<file path="src/core/vks_pkg.sv">
// Shared constants and carrier types for the display and keyscan controller
package vks_pkg;

    // ----------------------------------------------------------------
    // Sizes and frames
    // ----------------------------------------------------------------
    localparam int CLK_MHZ = 25;
    localparam logic [5:0] SEG_FRAME  = 6'h1E;
    localparam logic [5:0] DIM_FRAME  = 6'h0D;
    localparam logic [5:0] MODE_FRAME = 6'h03;
    localparam logic [2:0] MODE_ALL  = 3'h0;
    localparam logic [2:0] MODE_G3   = 3'h3;
    localparam logic [2:0] MODE_DIM  = 3'h4;
    localparam logic [2:0] MODE_STOP = 3'h5;
    localparam logic [2:0] MODE_KEY  = 3'h6;
    localparam logic [2:0] MODE_ADC  = 3'h7;
    localparam logic [9:0] DIM_MAX   = 10'h3F8;
    localparam logic [9:0] DIM_RESET = 10'h000;
    localparam logic [2:0] GRID_RESET = 3'h7;
    localparam logic [4:0] COL_IDLE  = 5'h1F;

    // ----------------------------------------------------------------
    // Timing
    // ----------------------------------------------------------------
    localparam int BIT_TIME_NS   = 1212;
    localparam int BIT_CYC       = (BIT_TIME_NS * CLK_MHZ) / 1000;
    localparam int KEY_PULSE_US  = 39;
    localparam int KEY_PULSE_CYC = KEY_PULSE_US * CLK_MHZ;
    localparam int FILT_NS       = 620;
    localparam int FILT_CYC      = (FILT_NS * CLK_MHZ + 999) / 1000;
    localparam logic [4:0] BIT_LAST  = 5'(BIT_CYC - 1);
    localparam logic [9:0] KEY_LAST  = 10'(KEY_PULSE_CYC - 1);
    localparam logic [4:0] FILT_LAST = 5'(FILT_CYC - 1);

    // ----------------------------------------------------------------
    // Carriers
    // ----------------------------------------------------------------
    typedef struct packed {
        logic cs;
        logic sclk;
        logic sdata;
    } vks_host_t;

    typedef struct packed {
        logic [26:0] anode;
        logic [2:0]  grid_n;
        logic        dim;
        logic [1:0]  sync;
    } vks_disp_t;

endpackage

</file>
<file path="src/core/vks_glitch_filter.sv">
// Encoder phase synchroniser and glitch filter
`timescale 1ns/1ns
module vks_glitch_filter (
    input  wire logic ref_clk,
    input  wire logic arst_n,
    input  wire logic raw,
    output logic      clean
);
    import vks_pkg::*;

    typedef struct packed {
        logic       s1;
        logic       s2;
        logic [4:0] cnt;
        logic       out;
    } vks_filt_t;

    vks_filt_t q;
    vks_filt_t d;
    logic      diff;

    assign diff  = q.s2 ^ q.out;
    assign clean = q.out;

    // ----------------------------------------------------------------
    // Filter
    // ----------------------------------------------------------------
    always_comb begin
        d = q;
        d.s1 = raw;
        d.s2 = q.s1;
        if (!diff) begin
            d.cnt = 5'h00;
        end else if (q.cnt == FILT_LAST) begin
            d.cnt = 5'h00;
            d.out = q.s2;
        end else begin
            d.cnt = q.cnt + 5'h01;
        end
    end

    always_ff @(posedge ref_clk or negedge arst_n) begin
        if (!arst_n) begin
            q <= '0;
        end else begin
            q <= d;
        end
    end
endmodule

</file>
<file path="src/core/vks_ctrl.sv">
// Serial port, keyscan, dimming and digit multiplex of the display controller
`timescale 1ns/1ns
module vks_ctrl (
    input  wire logic               ref_clk,
    input  wire logic               arst_n,
    input  wire vks_pkg::vks_host_t host_i,
    output logic                    sdata_o,
    output logic                    sdata_oe_n,
    input  wire logic               duty_select,
    input  wire logic [4:0]         return_sense_lines,
    output logic [4:0]              scan_drive_lines,
    input  wire logic [1:0]         encoder_phase_inputs,
    input  wire logic [47:0]        analog_channels,
    output vks_pkg::vks_disp_t      disp_o,
    output logic                    key_int
);
    import vks_pkg::*;

    typedef struct packed {
        logic [2:0]       h1;
        logic [2:0]       h2;
        logic             sclk_p;
        logic             cs_p;
        logic [4:0]       col1;
        logic [4:0]       col2;
        logic             dup1;
        logic             dup2;
        logic [29:0]      sr;
        logic [5:0]       cnt;
        logic             rd_arm;
        logic [2:0]       rd_mode;
        logic             rd;
        logic [47:0]      osr;
        logic             dout;
        logic             oe_n;
        logic [2:0][26:0] seg;
        logic [9:0]       duty;
        logic             scan;
        logic [2:0]       row_idx;
        logic [9:0]       kcnt;
        logic [4:0]       rows;
        logic [24:0]      keys;
        logic             kint;
        logic [4:0]       col_ref;
        logic [4:0]       bcnt;
        logic [9:0]       dcnt;
        logic [1:0]       slot;
        vks_disp_t        disp;
    } vks_st_t;

    localparam vks_st_t ST_RST = '{
        disp:    '{grid_n: GRID_RESET, default: '0},
        duty:    DIM_RESET,
        oe_n:    1'b1,
        col1:    COL_IDLE,
        col2:    COL_IDLE,
        col_ref: COL_IDLE,
        default: '0
    };

    vks_st_t     st_q;
    vks_st_t     st_d;
    logic        cs_s;
    logic        sclk_s;
    logic        dat_s;
    logic        sclk_rise;
    logic        cs_fall;
    logic        cs_rise;
    logic [2:0]  md;
    logic [26:0] seg_rx;
    logic [9:0]  dim_rx;
    logic [1:0]  enc_f;
    logic        stop_cmd;

    // second flop of each host synchroniser is the only reader
    assign cs_s      = st_q.h2[2];
    assign sclk_s    = st_q.h2[1];
    assign dat_s     = st_q.h2[0];
    assign sclk_rise = cs_s & sclk_s & ~st_q.sclk_p;
    assign cs_fall   = st_q.cs_p & ~cs_s;
    assign cs_rise   = ~st_q.cs_p & cs_s;
    // Function code arrives last: M0 is the oldest of the final three bits
    assign md        = {st_q.sr[0], st_q.sr[1], st_q.sr[2]};
    assign stop_cmd  = cs_fall & ~st_q.rd & (st_q.cnt == MODE_FRAME) & (md == MODE_STOP);

    // ----------------------------------------------------------------
    // Payload bit order: first received bit is the lowest field bit
    // ----------------------------------------------------------------
    for (genvar k = 0; k < 27; k++) begin : g_rev
        assign seg_rx[k] = st_q.sr[29-k];
        if (k < 10) begin : g_dim
            assign dim_rx[k] = st_q.sr[12-k];
        end
    end

    for (genvar e = 0; e < 2; e++) begin : g_enc
        vks_glitch_filter u_filt (
            .ref_clk (ref_clk),
            .arst_n  (arst_n),
            .raw     (encoder_phase_inputs[e]),
            .clean   (enc_f[e])
        );
    end

    // ----------------------------------------------------------------
    // Next state
    // ----------------------------------------------------------------
    always_comb begin
        st_d = st_q;
        st_d.h1     = {host_i.cs, host_i.sclk, host_i.sdata};
        st_d.h2     = st_q.h1;
        st_d.sclk_p = sclk_s;
        st_d.cs_p   = cs_s;
        // return lines are only synchronised, never debounced
        st_d.col1   = return_sense_lines;
        st_d.col2   = st_q.col1;
        st_d.dup1   = duty_select;
        st_d.dup2   = st_q.dup1;

        if (cs_rise) begin
            st_d.cnt = 6'h00;
            if (st_q.rd_arm) begin
                st_d.rd     = 1'b1;
                st_d.rd_arm = 1'b0;
                st_d.osr    = (st_q.rd_mode == MODE_ADC) ? analog_channels :
                              {19'h00000, 1'b0, enc_f, st_q.scan, st_q.keys};
                st_d.dout   = st_d.osr[0];
            end
        end else if (sclk_rise) begin
            // one bit per serial clock rise
            st_d.sr = {st_q.sr[28:0], dat_s};
            if (st_q.cnt != 6'h3F) begin
                st_d.cnt = st_q.cnt + 6'h01;
            end
            if (st_q.rd) begin
                st_d.dout = st_q.osr[1];
                st_d.osr  = {1'b0, st_q.osr[47:1]};
            end
        end

        if (cs_fall) begin
            st_d.rd = 1'b0;
            // latch transfer at chip select fall
            // code taken from the last three bits
            if (!st_q.rd) begin
                if (st_q.cnt == SEG_FRAME && md == MODE_ALL) begin
                    st_d.seg = {3{seg_rx}};
                end else if (st_q.cnt == SEG_FRAME && md <= MODE_G3) begin
                    st_d.seg[md - 3'h1] = seg_rx;
                end else if (st_q.cnt == DIM_FRAME && md == MODE_DIM) begin
                    st_d.duty = dim_rx;
                end else if (st_q.cnt == MODE_FRAME && md >= MODE_KEY) begin
                    st_d.rd_arm  = 1'b1;
                    st_d.rd_mode = md;
                end
            end
        end
        // drive the data line only while reading
        st_d.oe_n = ~st_d.rd;

        // key change starts the scan, full cycle raises the interrupt
        st_d.col_ref = st_q.col2;
        if (!st_q.scan) begin
            if (st_q.col2 != st_q.col_ref) begin
                st_d.scan    = 1'b1;
                st_d.row_idx = 3'h0;
                st_d.kcnt    = 10'h000;
            end
        end else if (st_q.kcnt == KEY_LAST) begin
            st_d.kcnt = 10'h000;
            st_d.keys[st_q.row_idx*5 +: 5] = ~st_q.col2;
            if (st_q.row_idx == 3'h4) begin
                st_d.row_idx = 3'h0;
                st_d.kint    = 1'b1;
            end else begin
                st_d.row_idx = st_q.row_idx + 3'h1;
            end
        end else begin
            st_d.kcnt = st_q.kcnt + 10'h001;
        end
        if (stop_cmd) begin
            st_d.scan = 1'b0;
            st_d.kint = 1'b0;
        end
        // selected row pulled low, all low when idle
        st_d.rows = st_d.scan ? ~(5'h01 << st_d.row_idx) : 5'h00;

        // Bit-time divider feeds the duty counter
        if (st_q.bcnt == BIT_LAST) begin
            st_d.bcnt = 5'h00;
            st_d.dcnt = st_q.dcnt + 10'h001;
            if (st_q.dcnt == 10'h3FF) begin
                // half duty uses two slots, one-third uses three
                st_d.slot = (st_q.slot == (st_q.dup2 ? 2'h1 : 2'h2)) ? 2'h0
                                                                     : st_q.slot + 2'h1;
            end
        end else begin
            st_d.bcnt = st_q.bcnt + 5'h01;
        end
        // Switching to half duty mid-frame must not leave the third digit on
        if (st_q.dup2 && st_q.slot == 2'h2) begin
            st_d.slot = 2'h0;
        end

        // pulse width from the 10-bit duty, capped at DIM_MAX
        // the same pulse leaves on its own pin
        st_d.disp.dim    = st_q.dcnt < ((st_q.duty > DIM_MAX) ? DIM_MAX : st_q.duty);
        st_d.disp.grid_n = st_q.disp.dim ? ~(3'h1 << st_q.slot) : GRID_RESET;
        st_d.disp.anode  = st_q.disp.dim ? st_q.seg[st_q.slot] : 27'h0000000;
        st_d.disp.sync   = {st_q.slot == 2'h1, st_q.slot == 2'h0};
    end

    always_ff @(posedge ref_clk or negedge arst_n) begin
        if (!arst_n) begin
            st_q <= ST_RST;
        end else begin
            st_q <= st_d;
        end
    end

    assign sdata_o          = st_q.dout;
    assign sdata_oe_n       = st_q.oe_n;
    assign scan_drive_lines = st_q.rows;
    assign disp_o           = st_q.disp;
    assign key_int          = st_q.kint;
endmodule

</file>
<file path="config.mk">
export PLATFORM = sky130hd
export DESIGN_NAME = vks_ctrl
export DESIGN_NICKNAME = d
export VERILOG_FILES = /design/src/core/vks_pkg.sv /design/src/core/vks_glitch_filter.sv /design/src/core/vks_ctrl.sv
export SDC_FILE = /design/constraint.sdc
export NUM_CORES = 1
export LEC_CHECK = 0
export BUFFER_PORTS_ARGS = -buffer_cell sky130_fd_sc_hd__clkbuf_2
export CAP_MARGIN = 30
export CELL_PAD_IN_SITES_DETAIL_PLACEMENT = 1
export CELL_PAD_IN_SITES_GLOBAL_PLACEMENT = 1
export CORE_ASPECT_RATIO = 0.8
export CORE_MARGIN = 5
export CORE_UTILIZATION = 43
export CTS_CLUSTER_SIZE = 16
export DETAILED_ROUTE_END_ITERATION = 10
export PLACE_DENSITY = 0.75
export SLEW_MARGIN = 20
export SYNTH_ARGS = -nofsm -noshare
export SYNTH_HDL_FRONTEND = slang
export SYNTH_SLANG_ARGS = --single-unit
</file>
<file path="constraint.sdc">
create_clock -name ref_clk -period 3.2 [get_ports ref_clk]
set_input_delay 0.16 -clock ref_clk [delete_from_list [all_inputs] [get_ports ref_clk]]
set_output_delay 0.16 -clock ref_clk [all_outputs]
set_load 0.05 [all_outputs]
</file>
==> out/metrics.cfg <==
[synth]
synth_xor_xnor_area_share_pct=1.71
synth_seq_cells=317
synth_async_sr_flop_share_pct=100
yosysSeqAreaShare_pct=57.4
post_synth.cell_area_avg_um2=12.2
synth.distinct_cells=66
number_of_enable_flip_flop_cells_after_synthesis=0
cell_type_with_the_highest_aggregate_area_in_the_netlist=dfrtp_1
postSynth.topFlopCell=dfrtp_1
synthDominantCellAreaShare_pct=53.8
synthesis.nets=1227
synth_compound_area_share_pct=6.85
largest_family_of_logic_cells_by_synthesized_area=multiplexers
netlist_top_cells_count=dfrtp_1 (298), nor2_1 (167), mux2_2 (140)
synth.area.mux_share_pct=16.3
synth.top_cells.by_area=dfrtp_1 (54%), mux2_2 (11%), nor2_1 (4.5%), dfstp_2 (3.6%), mux2i_1 (3.1%)
synth_area_mm2=0.0139
post_synth_fa_ha_maj_area_fraction_pct=2.44
synthesis.yosys.warnings=0
yosysMostFrequentCell=dfrtp_1
simple_gate_area_share_of_the_yosys_netlist_pct=10.5
synthCells=1139

[cts]
htree_num_levels=2
cts.repair.resized=0
cts_tree=yes
clockBufferDepth=3
cts_root_buffer=clkbuf_16
clock_sink_count=317
worstSkewPairLatency_ps=510
cts_inserted_buffers=34
cts.reportedPaths.clkPinSlew_ps=60

[die]
fp.dieW_um=211
die_height_um=171
coreArea_mm2=0.0316
ios=102
fp.dieArea_mm2=0.0359
initial_utilization_pct=43.8
placement_rows=58

[cells_and_area]
utilization_pct=50.6
fillerInstances=3334
ff_latch_area_mm2=0.00796
layout-drive-gt1-share_pct=27.6
syn2layout_area_growth_pct=15.7
footprint_of_the_multi_input_gates_mm2=0.00526
fin_nets=1326
n_antenna_cell=0

[setup_path]
critPathTopFamily=simple AND/OR/NAND/NOR gates
reg2reg_setup_slack_ps=540
worstReg2RegEnd=scan_drive_lines[4]
critPathArrivalTime_ps=3050
peak_per_stage_delay_on_the_critical_path_ps=650
criticalPathCategory=reg2reg
timing.critical_path.from_type=register
endpoint_kind=register
startpoint_of_the_worst_register_to_register_path=st_q[96]
worstPathCellList=inv_1 > ha_1 > ha_1 > nand2b_1 > or4b_2 > nor3_1 > a221oi_2 > o21a_1
timing.critical_path.fanout_max=12
critical_path.n_buffers_inverters=1
cell_at_the_slowest_stage_of_the_critical_path=or4b_2
worstPathRequired_ps=3590
worst-r2r-cell-count=8
critical_path.most_common_cell=ha_1

[grt]
antenna_found_initial=0
first_pass_grt_wire_length_um=53200
maximum_number_of_pins_on_one_net_before_global_route_repair=101
globalRoute.totalOverflow=0
grt_pass1_vias=9857
global_route.usage.total_pct=18.1

[timing]
skew_ps=10.4
final.min_clock_period_ps=2660
worst_slew_margin_rel_pct=39.9
worst_hold_slack_ps=48.9
worst_pin_slew_ps=896
final-setup-viol-count=0
maximum_operating_frequency_mhz=376
rsz_0062_raised_after_global_routing=no
post-route-period-util_pct=83.2
timing_max_transition_violations_final=0
fin_tns_setup_ps=0
finalHoldViolations=0

[detailed_routing]
route.final.wire_length_um=31800
antenna_violating_nets_post_route=0
vias=8932
drtPass1Iterations=4
drt_iter0_drc=445
avgRoutedWirePerCell_um=18.9
drc=0
route.detailed.vias_per_inst=5.31

[placed_design]
buffer_ports.inserted=101
routabilityCongestion=0.793
detailedPlacementHpwl_um=20200

[hold_path]
timing.hold.worst_path_depth=4
holdPathEnd=st_q[214]
launch_point_of_the_worst_hold_path=analog_channels[21]
hp-class=in2reg

[run_status]
outcome=complete, no violations

[pwr]
vdd_drop_max_mv=0.462
power_density_over_the_cells_mw_per_mm2=549
design_power_total_mw=8.79
p_leak_nw=7.72

[flow_run]
drv_cap=0

-- metrics by stage --
stage,setup WS [ps],cell area [um^2],instances
floorplan,678,13900,1139
global placement,688,14600,1589
detailed placement,612,14600,1589
CTS,578,16000,1681
global route,421,16000,1682
finish,539,16000,1682
-- placed cells by master, fill, tap and decap left out, types with 5 or more instances in the layout --
cell type / n
mux2_2: 140
nand2_1: 33
nand4_1: 8
o21ai_0: 16
nand2b_1: 5
mux2_1: 22
a221oi_1: 48
ha_1: 27
dfrtp_1: 298
mux2i_1: 43
clkbuf_8: 7
clkbuf_16: 35
nor2b_1: 30
a31oi_1: 5
and3_1: 10
nand3_1: 12
nor2_1: 165
a21oi_1: 34
inv_1: 39
clkbuf_1: 11
xor2_1: 14
and4_1: 5
buf_4: 16
xnor2_1: 13
dfstp_2: 19
clkbuf_2: 100
dlygate4sd3_1: 32
-- worst max-delay path by stage --
stage / cells past startpoint / end / slack, ps / from
2_1_floorplan: 9 / scan_drive_lines[4] / 680 / st_q[96]
3_3_place_gp: 8 / scan_drive_lines[4] / 690 / st_q[96]
3_5_place_dp: 8 / scan_drive_lines[4] / 610 / st_q[96]
4_1_cts: 8 / scan_drive_lines[4] / 580 / st_q[96]
5_1_grt: 8 / scan_drive_lines[4] / 420 / st_q[96]
6_report: 8 / scan_drive_lines[4] / 540 / st_q[96]
-- state kept, by name, summed over array words and instances (netlist names), 2 cells and up --
register	cells
disp_o	33
g_enc.u_filt.clean	2
seg_rx	17
scan_drive_lines	5
md	3
st_q	214
st_d	14
g_enc.u_filt.q	12
dim_rx	10
g_enc.u_filt.d	2
-- cells by family after synthesis --
| family | Yosys count |
|---|---|
| adder cells (fa/ha/maj) | 27 |
| buffers and inverters | 131 |
| XOR/XNOR | 27 |
| multiplexers | 205 |
| AO/OA/AOI/OAI | 133 |
| flip-flops | 317 |
| AND/OR/NAND/NOR | 299 |
-- layer usage --
metal,vias up,GRT usage (%),part of all wire (%)
met1,4631,24.9,46
met5,-,0,0
met4,0,4.17,1.9
li1,4121,-,-
met3,50,2.73,3.0
met2,130,30.6,49
-- area by class of cell --
| class | count | area share (%) |
|---|---|---|
| Tap cell | 420 | 3.28 |
| Sequential cell | 317 | 49.7 |
| Multi-Input combinational cell | 691 | 32.8 |
| Timing Repair Buffer | 154 | 6.56 |
| Clock inverter | 7 | 0.437 |
| Inverter | 40 | 0.937 |
| Clock buffer | 53 | 6.33 |
-- timing repair --
| item | CTS | global route |
|---|---|---|
| endpoints found under the setup margin | 0 | 0 |
| hold endpoints to repair | 100 | 0 |
| buffers inserted | 0 | 0 |
| hold buffers | 32 | 0 |
-- tightest hold or removal path, stage by stage --
cell and delay [ps]:
clkbuf_2 70, mux2_2 130, a221oi_1 60, nor2_1 80
-- power by group --
part / internal (mW) / switching [mW] / leakage, nW / total, mW
clock network: 2.26 / 1.58 / 0.530 / 3.85
logic: 0.228 / 0.307 / 2.95 / 0.534
registers: 4.22 / 0.187 / 4.25 / 4.41
No activity file was read; power rests on OpenSTA's default activity.
